--- config.mk ---
export PLATFORM = sky130hd
export DESIGN_NAME = compact_timer
export DESIGN_NICKNAME = d
export VERILOG_FILES = /design/src/compact_timer_pkg.sv /design/src/count_tick_gen.sv /design/src/byte_pair_buffer.sv /design/src/compact_timer.sv
export VERILOG_INCLUDE_DIRS = /design/src
export SDC_FILE = /design/constraint.sdc
export NUM_CORES = 1
export LEC_CHECK = 0
export BUFFER_PORTS_ARGS = -buffer_cell sky130_fd_sc_hd__buf_2
export CORE_ASPECT_RATIO = 1.1
export CORE_MARGIN = 2
export CORE_UTILIZATION = 60
export DETAILED_ROUTE_END_ITERATION = 7
export PLACE_DENSITY_LB_ADDON = 0.25
export REMOVE_ABC_BUFFERS = 1
export SLEW_MARGIN = 20
export SYNTH_ARGS = -nofsm -noshare
export SYNTH_HDL_FRONTEND = slang
export SYNTH_HIERARCHICAL = 1
export SYNTH_SLANG_ARGS = --single-unit
--- constraint.sdc ---
create_clock -name sys_clk_in -period 4.06 [get_ports sys_clk_in]
set_clock_uncertainty 0.2 [all_clocks]
set_input_delay 0.812 -clock sys_clk_in [delete_from_list [all_inputs] [get_ports sys_clk_in]]
set_output_delay 0.812 -clock sys_clk_in [all_outputs]
set_load 0.005 [all_outputs]
--- src/compact_timer_cfg.svh ---
`ifndef COMPACT_TIMER_CFG_SVH
`define COMPACT_TIMER_CFG_SVH

// Register indices on the plain port
`define CT_ADDR_CTRL_A 3'h0
`define CT_ADDR_CTRL_B 3'h1
`define CT_ADDR_CNT_LO 3'h2
`define CT_ADDR_CNT_HI 3'h3
`define CT_ADDR_CMPA_LO 3'h4
`define CT_ADDR_CMPA_HI 3'h5

// Control A field positions
`define CT_A_PAUSE 7
`define CT_A_CLK_HI 6
`define CT_A_CLK_LO 4
`define CT_A_ON 3
`define CT_A_PER_HI 2
`define CT_A_PER_LO 0

// Control B field positions
`define CT_B_MODE_HI 7
`define CT_B_MODE_LO 6
`define CT_B_FUNC_HI 5
`define CT_B_FUNC_LO 4
`define CT_B_OC 3
`define CT_B_POL 2
`define CT_B_DPX 1
`define CT_B_CCLR 0

// Reset values
`define CT_CTRL_A_RST 8'h00
`define CT_CTRL_B_RST 8'h00
`define CT_CNT_RST 10'h000
`define CT_CMPA_RST 10'h000

// Prescale counts
`define CT_DIV_SYS4 6'h03
`define CT_DIV_H16 6'h0f
`define CT_DIV_H64 6'h3f

`endif

--- src/compact_timer_pkg.sv ---
package compact_timer_pkg;
	typedef enum logic [2:0] {
		CLK_SYS_DIV4 = 3'h0,
		CLK_SYS = 3'h1,
		CLK_H_DIV16 = 3'h2,
		CLK_H_DIV64 = 3'h3,
		CLK_SUB_A = 3'h4,
		CLK_SUB_B = 3'h5,
		CLK_PIN_RISE = 3'h6,
		CLK_PIN_FALL = 3'h7
	} clk_sel_e;

	typedef enum logic [1:0] {
		MODE_COMPARE = 2'h0,
		MODE_RSVD = 2'h1,
		MODE_PWM = 2'h2,
		MODE_TIMER = 2'h3
	} op_mode_e;

	// One-hot state of the counter run control
	typedef enum logic [2:0] {
		RUN_OFF = 3'b001,
		RUN_ACTIVE = 3'b010,
		RUN_PAUSED = 3'b100
	} run_state_e;
endpackage : compact_timer_pkg

--- src/count_tick_gen.sv ---
`timescale 1ns/100ps
`include "compact_timer_cfg.svh"

// Turns the selected source into a one-cycle count enable
module count_tick_gen (
	// Clock and reset
	input wire logic sys_clk_in,
	input wire logic sys_rst_in,
	// Source select and strobes
	input wire compact_timer_pkg::clk_sel_e sel_in,
	input wire logic high_clk_tick_in,
	input wire logic sub_clk_tick_in,
	input wire logic ext_pin_in,
	// Count enable
	output logic tick_out
);
	import compact_timer_pkg::*;

	logic [5:0] sys_div_r;
	logic [5:0] h_div_r;
	logic pin_prev_r;
	logic tick_nxt;

	// Free-running prescalers
	always_ff @(posedge sys_clk_in or posedge sys_rst_in) begin
		if (sys_rst_in) begin
			sys_div_r <= 6'h00;
			h_div_r <= 6'h00;
		end else begin
			sys_div_r <= (sys_div_r == `CT_DIV_SYS4) ? 6'h00 : sys_div_r + 6'h01;
			if (high_clk_tick_in) begin
				h_div_r <= h_div_r + 6'h01;
			end
		end
	end

	// Pin history for edge detection
	always_ff @(posedge sys_clk_in or posedge sys_rst_in) begin
		if (sys_rst_in) begin
			pin_prev_r <= 1'b0;
		end else begin
			pin_prev_r <= ext_pin_in;
		end
	end

	// Source mux
	always_comb begin
		case (sel_in)
			CLK_SYS_DIV4: tick_nxt = (sys_div_r == `CT_DIV_SYS4);
			CLK_SYS: tick_nxt = 1'b1;
			CLK_H_DIV16: tick_nxt = high_clk_tick_in && ((h_div_r & `CT_DIV_H16) == `CT_DIV_H16);
			CLK_H_DIV64: tick_nxt = high_clk_tick_in && (h_div_r == `CT_DIV_H64);
			CLK_SUB_A, CLK_SUB_B: tick_nxt = sub_clk_tick_in;
			CLK_PIN_RISE: tick_nxt = ext_pin_in && !pin_prev_r;
			CLK_PIN_FALL: tick_nxt = !ext_pin_in && pin_prev_r;
			default: tick_nxt = 1'b0;
		endcase
	end

	// Registered so the enable is glitch free
	always_ff @(posedge sys_clk_in or posedge sys_rst_in) begin
		if (sys_rst_in) begin
			tick_out <= 1'b0;
		end else begin
			tick_out <= tick_nxt;
		end
	end
endmodule : count_tick_gen

--- src/byte_pair_buffer.sv ---
`timescale 1ns/100ps

// Shared low-byte staging buffer for split 10-bit registers
module byte_pair_buffer (
	// Clock and reset
	input wire logic sys_clk_in,
	input wire logic sys_rst_in,
	// Load controls
	input wire logic load_in,
	input wire logic [7:0] load_data_in,
	// Buffered byte
	output logic [7:0] data_out
);
	// Holds staged write data or latched read data
	always_ff @(posedge sys_clk_in or posedge sys_rst_in) begin
		if (sys_rst_in) begin
			data_out <= 8'h00;
		end else if (load_in) begin
			data_out <= load_data_in;
		end
	end
endmodule : byte_pair_buffer

--- src/compact_timer.sv ---
`timescale 1ns/100ps
`include "compact_timer_cfg.svh"

module compact_timer (
	// Clock and reset
	input wire logic sys_clk_in,
	input wire logic sys_rst_in,
	// Register port
	input wire logic [2:0] reg_addr_in,
	input wire logic [7:0] reg_wdata_in,
	input wire logic reg_wr_in,
	input wire logic reg_rd_in,
	output logic [7:0] reg_rdata_out,
	// Count sources
	input wire logic high_clk_tick_in,
	input wire logic sub_clk_tick_in,
	input wire logic external_count_pin_in,
	// Flag acknowledge from the interrupt controller
	input wire logic compare_a_flag_clr_in,
	input wire logic period_flag_clr_in,
	// Outputs
	output logic timer_output_pin_out,
	output logic compare_a_match_flag_out,
	output logic period_match_flag_out
);
	import compact_timer_pkg::*;

	// Software-visible registers and run state
	logic [7:0] timer_control_a_r;
	logic [7:0] timer_control_b_r;
	logic [9:0] count_r;
	logic [9:0] compare_a_value_r;
	// Nets between this module and its two helpers, then the on-bit history and pin level registers
	logic [7:0] buf_data;
	logic buf_load;
	logic [7:0] buf_load_data;
	logic tick;
	logic on_prev_r;
	logic pin_level_r;
	// One-hot run state kept beside the raw on bit
	run_state_e run_state_r;
	run_state_e run_state_nxt;

	// Control fields
	// Nets named after the register bits they slice
	logic counter_on_bit;
	logic counter_pause_bit;
	logic [2:0] period_match_bits;
	op_mode_e operating_mode_field;
	logic [1:0] output_function_field;
	logic output_control_bit;
	logic output_polarity_bit;
	logic period_duty_select;
	logic clear_select_bit;
	clk_sel_e count_clock_select;

	// Field slices; positions live in the config header
	assign counter_on_bit = timer_control_a_r[`CT_A_ON];
	assign counter_pause_bit = timer_control_a_r[`CT_A_PAUSE];
	assign period_match_bits = timer_control_a_r[`CT_A_PER_HI:`CT_A_PER_LO];
	assign count_clock_select = clk_sel_e'(timer_control_a_r[`CT_A_CLK_HI:`CT_A_CLK_LO]);
	assign operating_mode_field = op_mode_e'(timer_control_b_r[`CT_B_MODE_HI:`CT_B_MODE_LO]);
	assign output_function_field = timer_control_b_r[`CT_B_FUNC_HI:`CT_B_FUNC_LO];
	assign output_control_bit = timer_control_b_r[`CT_B_OC];
	assign output_polarity_bit = timer_control_b_r[`CT_B_POL];
	assign period_duty_select = timer_control_b_r[`CT_B_DPX];
	assign clear_select_bit = timer_control_b_r[`CT_B_CCLR];

	// Count enable source
	// Registered enable adds one cycle between source edge and count
	count_tick_gen u_tick (
		.sys_clk_in(sys_clk_in),
		.sys_rst_in(sys_rst_in),
		.sel_in(count_clock_select),
		.high_clk_tick_in(high_clk_tick_in),
		.sub_clk_tick_in(sub_clk_tick_in),
		.ext_pin_in(external_count_pin_in),
		.tick_out(tick)
	);

	// Shared staging byte: loaded by compare A low writes and high reads
	// A high read and a low write never share a cycle, so one
	// byte of storage serves both register pairs
	assign buf_load = (reg_wr_in && (reg_addr_in == `CT_ADDR_CMPA_LO)) ||
		(reg_rd_in && ((reg_addr_in == `CT_ADDR_CNT_HI) ||
		(reg_addr_in == `CT_ADDR_CMPA_HI)));
	always_comb begin
		if (reg_wr_in) begin
			buf_load_data = reg_wdata_in;
		end else if (reg_addr_in == `CT_ADDR_CNT_HI) begin
			buf_load_data = count_r[7:0];
		end else begin
			buf_load_data = compare_a_value_r[7:0];
		end
	end

	byte_pair_buffer u_buf (
		.sys_clk_in(sys_clk_in),
		.sys_rst_in(sys_rst_in),
		.load_in(buf_load),
		.load_data_in(buf_load_data),
		.data_out(buf_data)
	);

	// Control register writes
	// Mode and field changes act the cycle after the write;
	// software is expected to switch the counter off first
	always_ff @(posedge sys_clk_in or posedge sys_rst_in) begin
		if (sys_rst_in) begin
			timer_control_a_r <= `CT_CTRL_A_RST;
			timer_control_b_r <= `CT_CTRL_B_RST;
		end else if (reg_wr_in) begin
			if (reg_addr_in == `CT_ADDR_CTRL_A) begin
				timer_control_a_r <= reg_wdata_in;
			end else if (reg_addr_in == `CT_ADDR_CTRL_B) begin
				timer_control_b_r <= reg_wdata_in;
			end
		end
	end

	// Compare A: high write commits the staged low byte
	// A lone low write only stages; the pair updates at once
	always_ff @(posedge sys_clk_in or posedge sys_rst_in) begin
		if (sys_rst_in) begin
			compare_a_value_r <= `CT_CMPA_RST;
		end else if (reg_wr_in && (reg_addr_in == `CT_ADDR_CMPA_HI)) begin
			compare_a_value_r <= {reg_wdata_in[1:0], buf_data};
		end
	end

	// Read mux; low bytes come from the staging buffer
	// Idle cycles read zero so stale data never lingers
	always_ff @(posedge sys_clk_in or posedge sys_rst_in) begin
		if (sys_rst_in) begin
			reg_rdata_out <= 8'h00;
		end else if (reg_rd_in) begin
			if (reg_addr_in == `CT_ADDR_CTRL_A) begin
				reg_rdata_out <= timer_control_a_r;
			end else if (reg_addr_in == `CT_ADDR_CTRL_B) begin
				reg_rdata_out <= timer_control_b_r;
			end else if (reg_addr_in == `CT_ADDR_CNT_LO) begin
				reg_rdata_out <= buf_data;
			end else if (reg_addr_in == `CT_ADDR_CNT_HI) begin
				reg_rdata_out <= {6'h00, count_r[9:8]};
			end else if (reg_addr_in == `CT_ADDR_CMPA_LO) begin
				reg_rdata_out <= buf_data;
			end else if (reg_addr_in == `CT_ADDR_CMPA_HI) begin
				reg_rdata_out <= {6'h00, compare_a_value_r[9:8]};
			end else begin
				reg_rdata_out <= 8'h00;
			end
		end else begin
			reg_rdata_out <= 8'h00;
		end
	end

	// Run control state
	always_comb begin
		case (run_state_r)
			RUN_OFF: run_state_nxt = counter_on_bit ? RUN_ACTIVE : RUN_OFF;
			RUN_ACTIVE: begin
				if (!counter_on_bit) begin
					run_state_nxt = RUN_OFF;
				end else if (counter_pause_bit) begin
					run_state_nxt = RUN_PAUSED;
				end else begin
					run_state_nxt = RUN_ACTIVE;
				end
			end
			RUN_PAUSED: begin
				if (!counter_on_bit) begin
					run_state_nxt = RUN_OFF;
				end else if (!counter_pause_bit) begin
					run_state_nxt = RUN_ACTIVE;
				end else begin
					run_state_nxt = RUN_PAUSED;
				end
			end
			default: run_state_nxt = RUN_OFF;
		endcase
	end

	// State and on-bit history; history drives the switch-on clear
	always_ff @(posedge sys_clk_in or posedge sys_rst_in) begin
		if (sys_rst_in) begin
			run_state_r <= RUN_OFF;
			on_prev_r <= 1'b0;
		end else begin
			run_state_r <= run_state_nxt;
			on_prev_r <= counter_on_bit;
		end
	end

	// Match detection
	logic on_rise;
	logic counting;
	logic is_pwm;
	logic per_hit;
	logic a_hit;
	logic at_top;
	logic per_zero;
	logic a_zero;
	logic clear_count;
	logic set_a_flag;
	logic set_p_flag;

	// Counting needs the active state, so a resume waits one cycle
	// after the pause bit falls; the cost of a registered state
	assign on_rise = counter_on_bit && !on_prev_r;
	assign counting = (run_state_r == RUN_ACTIVE) && counter_on_bit && !counter_pause_bit && tick;
	assign is_pwm = (operating_mode_field == MODE_PWM);
	assign per_zero = (period_match_bits == 3'h0);
	assign a_zero = (compare_a_value_r == 10'h000);
	assign at_top = (count_r == 10'h3ff);
	// Period bits of zero mean the full 10-bit range
	// Match falls on the last count of the 128-count block numbered period bits minus one
	assign per_hit = per_zero ? at_top :
		((count_r[9:7] == period_match_bits - 3'h1) && (count_r[6:0] == 7'h7f));
	// Matching one count early lets the clear land on the match value,
	// so the period is exactly the programmed count
	assign a_hit = !a_zero && (count_r + 10'h001 == compare_a_value_r);

	// Clear source per mode and clear select
	// PWM ignores clear select; the role bit picks the clearing compare
	always_comb begin
		if (is_pwm) begin
			clear_count = period_duty_select ? (a_hit || (a_zero && at_top)) : per_hit;
		end else if (clear_select_bit) begin
			clear_count = a_hit || at_top;
		end else begin
			clear_count = per_hit;
		end
	end

	// Flags follow the counting edge, so a paused counter raises none
	assign set_a_flag = counting && a_hit;
	// Clear on A suppresses the period flag outside PWM
	assign set_p_flag = counting && per_hit && (is_pwm || !clear_select_bit);

	// Counter
	// Switch-on clear outranks counting so the first tick gives one
	always_ff @(posedge sys_clk_in or posedge sys_rst_in) begin
		if (sys_rst_in) begin
			count_r <= `CT_CNT_RST;
		end else if (on_rise) begin
			count_r <= 10'h000;
		end else if (counting) begin
			count_r <= clear_count ? 10'h000 : count_r + 10'h001;
		end
	end

	// Flags: a set in the clearing cycle wins
	// Clear inputs are pulses from whoever services the flag
	always_ff @(posedge sys_clk_in or posedge sys_rst_in) begin
		if (sys_rst_in) begin
			compare_a_match_flag_out <= 1'b0;
			period_match_flag_out <= 1'b0;
		end else begin
			compare_a_match_flag_out <= set_a_flag || (compare_a_match_flag_out && !compare_a_flag_clr_in);
			period_match_flag_out <= set_p_flag || (period_match_flag_out && !period_flag_clr_in);
		end
	end

	// Compare-mode pin level before polarity
	// Matches move it and it drives the pin only in compare
	// mode; a switch-on always reloads the initial level
	always_ff @(posedge sys_clk_in or posedge sys_rst_in) begin
		if (sys_rst_in) begin
			pin_level_r <= 1'b0;
		end else if (on_rise) begin
			pin_level_r <= output_control_bit;
		end else if (set_a_flag && (operating_mode_field == MODE_COMPARE)) begin
			case (output_function_field)
				2'h1: pin_level_r <= 1'b0;
				2'h2: pin_level_r <= 1'b1;
				2'h3: pin_level_r <= !pin_level_r;
				default: pin_level_r <= pin_level_r;
			endcase
		end
	end

	// PWM duty compare; duty at or past period saturates high
	// Widened by a bit so a limit of 1024 still fits
	// Counter at or past the limit gives the inactive level
	logic pwm_active;
	logic [10:0] duty_lim;
	always_comb begin
		if (period_duty_select) begin
			duty_lim = per_zero ? 11'h400 : {1'b0, period_match_bits, 7'h00};
		end else begin
			duty_lim = {1'b0, compare_a_value_r};
		end
		pwm_active = ({1'b0, count_r} < duty_lim);
	end

	// Pin output; timer mode holds the pin low whether the counter is on or off
	// Reserved mode 01 also parks the pin low
	// PWM code 11 is undefined, so the pin keeps its level
	always_ff @(posedge sys_clk_in or posedge sys_rst_in) begin
		if (sys_rst_in) begin
			timer_output_pin_out <= 1'b0;
		end else begin
			case (operating_mode_field)
				MODE_COMPARE: timer_output_pin_out <= pin_level_r ^ output_polarity_bit;
				MODE_PWM: begin
					case (output_function_field)
						2'h0: timer_output_pin_out <= !output_control_bit ^ output_polarity_bit;
						2'h1: timer_output_pin_out <= output_control_bit ^ output_polarity_bit;
						2'h2: timer_output_pin_out <=
							((pwm_active == output_control_bit)) ^ output_polarity_bit;
						default: timer_output_pin_out <= timer_output_pin_out;
					endcase
				end
				default: timer_output_pin_out <= 1'b0;
			endcase
		end
	end
endmodule : compact_timer

### Word level (Yosys, flattened, before mapping)

Index checks and enable logic that the tools add are counted.

| operators by class | value |
|---|---|
| add/subtract/negate cells | 4 |
| order comparisons | 1 |
| equal/unequal tests | 28 |
| muxes and demuxes | 29 |
| bitwise gates (word level) | 5 |
| reductions and logical operators | 51 |

Operators with widths:

| cell | number |
|---|---|
| two-way mux 8 bit | 8 |
| two-way mux 10 bit | 3 |
| two-way mux 11 bit | 2 |
| == test 3 bit, second input constant | 7 |
| logical AND 1 bit | 20 |
| == test 3 x 2 -> 1 bit, second input constant | 5 |
| adder 6 x 1 -> 6 bit, second input constant | 2 |
| less-than comparator 10 x 11 -> 1 bit | 1 |
| adder 10 x 1 -> 10 bit, second input constant | 1 |
| == test 10 bit | 1 |
| == test 10 bit, second input constant | 1 |
| logical NOT 1 bit | 10 |
| logical NOT 10 bit | 1 |
| == test 3 x 1 -> 1 bit, second input constant | 3 |
| logical NOT 3 bit | 3 |
| == test 7 bit, second input constant | 1 |
| logical OR 1 bit | 7 |
| case mux 1 bit (7 select lines) | 1 |
| == test 2 bit, second input constant | 3 |
| == test 6 x 2 -> 1 bit, second input constant | 1 |
| == test 6 bit, second input constant | 1 |
| two-way mux 1 bit | 6 |
| two-way mux 3 bit | 2 |
| two-way mux 6 bit | 1 |
| other kinds (18) | 27 |

| word-level totals | value |
|---|---|
| bits in registers | 74 |
| output and inout bits | 11 |
| logic and storage cells | 134 |

### Longest topological paths before layout

| logic depth | value |
|---|---|
| depth in word-level cells | 9 |
| depth in mapped cells | 13 |
| depth with buffers taken out | 13 |

### Cells and area by module

The synthesis kept the hierarchy.

By module, submodules not included:

| module | instances | cells an instance | area each (um^2) | sequential area each (um^2) |
|---|---|---|---|---|
| compact_timer | 1 | 404 | 3547.2 | 1302.5 |
| count_tick_gen | 1 | 51 | 616.8 | 350.3 |
| byte_pair_buffer | 1 | 18 | 335.3 | 200.2 |

### Least setup slack after synthesis

Ideal clock, no wire load.

| path | value |
|---|---|
| path kind | flip-flop to flip-flop |
| start point | reg timer_control_a_r[0] |
| end point | reg timer_output_pin_out |
| library setup time | 0.101 ns |
| arrival | 2.462 ns |
| required time | 3.759 ns |
| path slack | 1.297 ns |
| stages on the path, launching flop included | 13 |
| period minus slack after synthesis | 2.763 ns |
| path through | dfrtp_1 -> inv_1 -> ha_1 -> nor2b_1 -> nor3_1 -> a21oi_1 -> ha_1 -> a21o_1 -> a21o_1 -> a221o_1 -> a211oi_1 -> xor2_1 -> o32ai_1 |

| on the way | value |
|---|---|
| cells in the longest elaborated chain, start to end | 8 |

Ends and longest elaborated chain:

| item | RTL line | text |
|---|---|---|
| from (decl) | compact_timer.sv:29 | `logic [7:0] timer_control_a_r;` |
| from (signal assigned) | compact_timer.sv:110 | `` timer_control_a_r <= `CT_CTRL_A_RST; `` |
| from (signal assigned) | compact_timer.sv:114 | `timer_control_a_r <= reg_wdata_in;` |
| logical NOT 3 bit | compact_timer.sv:212 | `assign per_zero = (period_match_bits == 3'h0);` |
| two-way mux 11 bit (*) | compact_timer.sv:289 | `duty_lim = per_zero ? 11'h400 : {1'b0, period_match_bits, 7'h00};` |
| two-way mux 11 bit (*) | compact_timer.sv:288 | `if (period_duty_select) begin` |
| less-than comparator 10 x 11 -> 1 bit (*) | compact_timer.sv:293 | `pwm_active = ({1'b0, count_r} < duty_lim);` |
| == test 1 bit (*) | compact_timer.sv:310 | `((pwm_active == output_control_bit)) ^ output_polarity_bit;` |
| XOR 1 bit (*) | compact_timer.sv:310 |  |
| case mux 1 bit (3 select lines) (*) | compact_timer.sv:306 | `case (output_function_field)` |
| case mux 1 bit (2 select lines) (*) | compact_timer.sv:303 | `case (operating_mode_field)` |
| to (signal assigned) | compact_timer.sv:304 | `MODE_COMPARE: timer_output_pin_out <= pin_level_r ^ output_polarity_bit;` |
| to (signal assigned) | compact_timer.sv:307 | `2'h0: timer_output_pin_out <= !output_control_bit ^ output_polarity_bit;` |
| to (signal assigned) | compact_timer.sv:311 | `default: timer_output_pin_out <= timer_output_pin_out;` |
| to (decl) | compact_timer.sv:22 | `output logic timer_output_pin_out,` |

Every way passes the cells marked *; elsewhere a longest branch is shown, timed or not.
A chain may end at the register's enable or synchronous reset.

### Final worst setup path

| path | value |
|---|---|
| start point | reg timer_control_b_r[1] |
| end point | reg timer_output_pin_out |

| on the way | value |
|---|---|
| cells in the longest elaborated chain, start to end | 6 |

Ends and longest elaborated chain:

| item | RTL line | text |
|---|---|---|
| from (decl) | compact_timer.sv:30 | `logic [7:0] timer_control_b_r;` |
| from (signal assigned) | compact_timer.sv:111 | `` timer_control_b_r <= `CT_CTRL_B_RST; `` |
| from (signal assigned) | compact_timer.sv:116 | `timer_control_b_r <= reg_wdata_in;` |
| two-way mux 11 bit | compact_timer.sv:288 |  |
| less-than comparator 10 x 11 -> 1 bit | compact_timer.sv:293 |  |
| == test 1 bit | compact_timer.sv:310 |  |
| XOR 1 bit | compact_timer.sv:310 |  |
| case mux 1 bit (3 select lines) | compact_timer.sv:306 |  |
| case mux 1 bit (2 select lines) | compact_timer.sv:303 |  |

No other way between the ends.

==> results.md <==
- The flow ran to the end, and the final reports show no timing, DRC or antenna violations.
- Power comes to roughly 2.5 mW.
- The headroom to the max-slew limit is 0.4006.
- Of the total power, the share spent switching nets is 0.3373.
- The effective utilization at floorplan is 0.6122.
- The total core area is 7350 µm².
- The number of slew-limit violations in the final report is 0.
- The count of unresolved DRC violations after routing is 0.
- Of the total power, combinational logic draws 0.267.
- In the final timing run, aggregate negative setup slack is 0 ns.
- The number of global-route vias before repair is around 3400.
- Setup violations remaining at the end of the flow were counted as 0.
- The clock tree from TritonCTS is done.
- In this run, the number of DRC markers left after iteration 0 of detailed routing was 206.
- The floorplan step set the die width to slightly below 90 µm.
- In the synthesized netlist the async set-or-reset flop fraction comes to 1.000.
- The relative contribution of sequential cells to total power is 0.449.
- The overall via count from detail_route is between 3000 and 4000.
- The first global-routing pass estimated between 15 and 20 mm of wire.
- The number of antenna diodes in the final layout is 0.
- The half-perimeter wire length of the detailed placement result is 7.587 mm.
- The worst reg-to-reg path cell count is 9.
- The Yosys step of the flow raised 6 warnings.
- The required time of the critical path is ~4 ns.
- The biggest area contributor in the post-synthesis netlist is dfrtp_1.
- Static timing analysis puts the maximum clock frequency at about 0.33 GHz.
- The critical path in this run is classified as reg -> reg.
- Across every metal layer, demand over resource in global routing totals 0.2696.
- Input and output buffers added on the ports amount to 30.
- The post-synthesis sequential element count is 74.
- The share of synthesized area in the top cell type comes to 0.4060.
- The final critical path time including I/O delays and setup is ~3.1 ns.
- After detailed placement, the design holds a cell count of ~570.
- Dividing the detail-routed via count by the number of cells gives 6.120.
- Relative to the synthesized area, the layout overhead comes to 8.676%.
- The number of hold buffers added after CTS was 0.
- The share of the cycle needed by the critical path after routing is 0.7551.
- The synthesized instance count is approximately 470.
- STA classifies the critical path endpoint as a flip-flop.
- Setup slack closes at approximately 0.99 ns.
- Entering global routing, the biggest net connects between 50 and 60 pins.
- The clock insertion delay at the later pin of the skew report is roughly 0.35 ns.
- After synthesis, the cell types taking the most area are dfrtp_1, ha_1, mux2_2.
- The routed wire length is slightly above 10 mm.
- The placement-stage worst setup slack is approximately 0.98 ns.
- In this run the remaining antenna-violating nets after routing total 0.
- The final instance area is between 4000 and 5000 µm².
- The maximum clock insertion buffer count is 2.
- The number of clock sinks seen by CTS is 74.
- Of the total power, the clock network draws 0.284.
- The most common cell in the synthesized netlist is dfrtp_1.
- Setup repair after global routing left no endpoint under its margin.
- IR analysis of the VDD net gives a maximum drop of roughly 340 µV.
- The root buffer cell is clkbuf_8.
- The power per cell area is about 500 nW/µm².
- The most used flip-flop cell after synthesis is dfrtp_1.
- The number of H-tree levels is 3.
- The I/O pin total is 31.
- After filler insertion, the fill cell instance count of the layout stands at 596.
- The first detailed-routing pass ran for 4 iterations.
- The share of the Yosys chip area taken by registers is 0.4118.
- The mean instance size in the synthesized netlist is between 9 and 10 µm².
- The routability-driven placement congestion ratio is 0.8960.
- The number of endpoints with negative hold slack in the final report was 0.
- The detailed-route wire length per cell is around 18 µm.
- The TritonCTS buffer count is 9.
- The tightest hold path in the finished design has a slack of 0.2278 ns.
- After synthesis, the most frequently instantiated cells are dfrtp_1, nand2_1, o21ai_0.
- For this run, the number of standard cells in the final layout without fillers is 583.
- The maximum net fanout on the critical path is 13.
- Once the clock tree was built, the resizer swapped 0 gates to a different size.
- Yosys mapped the design onto 67 distinct sky130hd cell types.
- The area of the die is approximately 8200 µm².
- STA classifies the critical path startpoint as a flip-flop.
- Summing all placed instances gives a cell area of between 4000 and 5000 µm².
- The path type of the worst min-delay path is in -> async.
- The number of maximum-capacitance violations is 0.
- At the end of the flow, the number of nets in the layout was 530.
- At the worst endpoint, the arrival time is around 3.1 ns.
- The total global routing overflow is 0.
- The height of the die is between 90 and 100 µm.
- The number of antenna violations at the first check in global routing was 0.
- At the pin with the least slew margin, the transition time is 0.8981 ns.
- The final core area utilization is 0.6653.
- The internal power is roughly 1.6 mW.
- The layout cell share with drive strength beyond 1 is 0.1774.
- The initialized floorplan defines 33 standard-cell rows.
- After clock tree synthesis, the setup repair step added 0 buffers.
- The clock input transition at the sequential cells of the worst setup and hold paths is around 0.080 ns.
- Summed over all cells, the static leakage comes to roughly 2.3 nW.
- The number of synthesized flops with an enable pin is 0.
- Summed over all nets, the switching power comes to 826.7 µW.
- The combined area of all synthesized cells is approximately 4500 µm².
-- cell type report --
class                      count  area (µm²)  share of cell area
clock inverter                 6       115.1             0.02354
timing repair buffer          31       157.7             0.03224
tap                           87       108.9             0.02226
clock buffer                   9       123.9             0.02533
multi-input combinational    356        2455              0.5020
sequential                    74        1853              0.3790
inverter                      20       76.32             0.01561
-- worst max-delay path, cell delays in order (launching register included) --
cell,delay [ns]
dfrtp_1,0.46
inv_1,0.33
nand2_1,0.10
ha_1,0.30
a2111oi_0,0.34
o21ai_0,0.27
a221o_1,0.38
a211oi_1,0.24
xor2_1,0.10
o32ai_1,0.24
-- cell families after synthesis --
group / count (synthesis) / synth area share
simple gates: 163 / 0.1874
compound gates: 106 / 0.1463
flops: 74 / 0.4118
buf+inv: 43 / 0.04254
mux: 38 / 0.09872
xor+xnor: 27 / 0.05423
fa+ha+maj: 22 / 0.05896
-- metal layers --
metal | track usage | up-vias | wire, µm
met4 | 0.1081 | 0 | 259
met1 | 0.3567 | 1728 | 4517
met3 | 0.04283 | 25 | 473
li1 | - | 1723 | -
met2 | 0.4417 | 92 | 5010
met5 | 0 | - | 0
-- cells in the final DEF, fill, tap and decap left out, types with 4 or more instances in the layout --
cell type	n
dfrtp_1	73
mux2i_1	11
a21oi_1	27
inv_1	18
nand2_1	45
nor3_1	21
mux2_2	19
nand2b_1	6
mux2_4	8
xor2_1	9
nor2_1	35
a21o_1	7
nand3_1	10
buf_2	30
clkbuf_8	9
xnor2_1	17
o21ai_0	40
maj3_1	4
or3_1	6
a211o_1	4
and3_1	7
ha_1	18
nor2b_1	5
-- registers in the layout, summed over array words and instances, names as in the netlist, 3 cells and up --
signal             flops
run_state_r            3
u_tick/h_div_r         6
u_buf/data_out         8
count_r               10
compare_a_value_r     10
timer_control_b_r      8
u_tick/sys_div_r       6
reg_rdata_out          8
timer_control_a_r      8
-- power groups by stage --
stage / Clock [mW] / Sequential, mW / Combinational (mW)
floorplan: 0 / 1.04 / 0.504
global placement: 0 / 1.10 / 0.623
detailed placement: 0 / 1.11 / 0.650
CTS: 0.710 / 1.10 / 0.654
global route: 0.740 / 1.12 / 0.733
finish: 0.697 / 1.10 / 0.654
-- worst paths after layout --
kind	slack (ns)	startpoint	end
max	0.99	timer_control_b_r[1]$_DFFE_PP0P_	timer_output_pin_out$_DFFE_PP0P_
min	0.23	sys_rst_in	u_buf/data_out[2]$_DFFE_PP0P_
max reg2reg	0.99	timer_control_b_r[1]$_DFFE_PP0P_	timer_output_pin_out$_DFFE_PP0P_
min reg2reg	0.28	u_tick/sys_div_r[5]$_DFF_PP0_	u_tick/sys_div_r[5]$_DFF_PP0_
max in group asynchronous	2.70	sys_rst_in	count_r[7]$_DFFE_PP0P_
min in group sys_clk_in	0.28	u_tick/sys_div_r[5]$_DFF_PP0_	u_tick/sys_div_r[5]$_DFF_PP0_
Power figures use the tool's default switching activity.
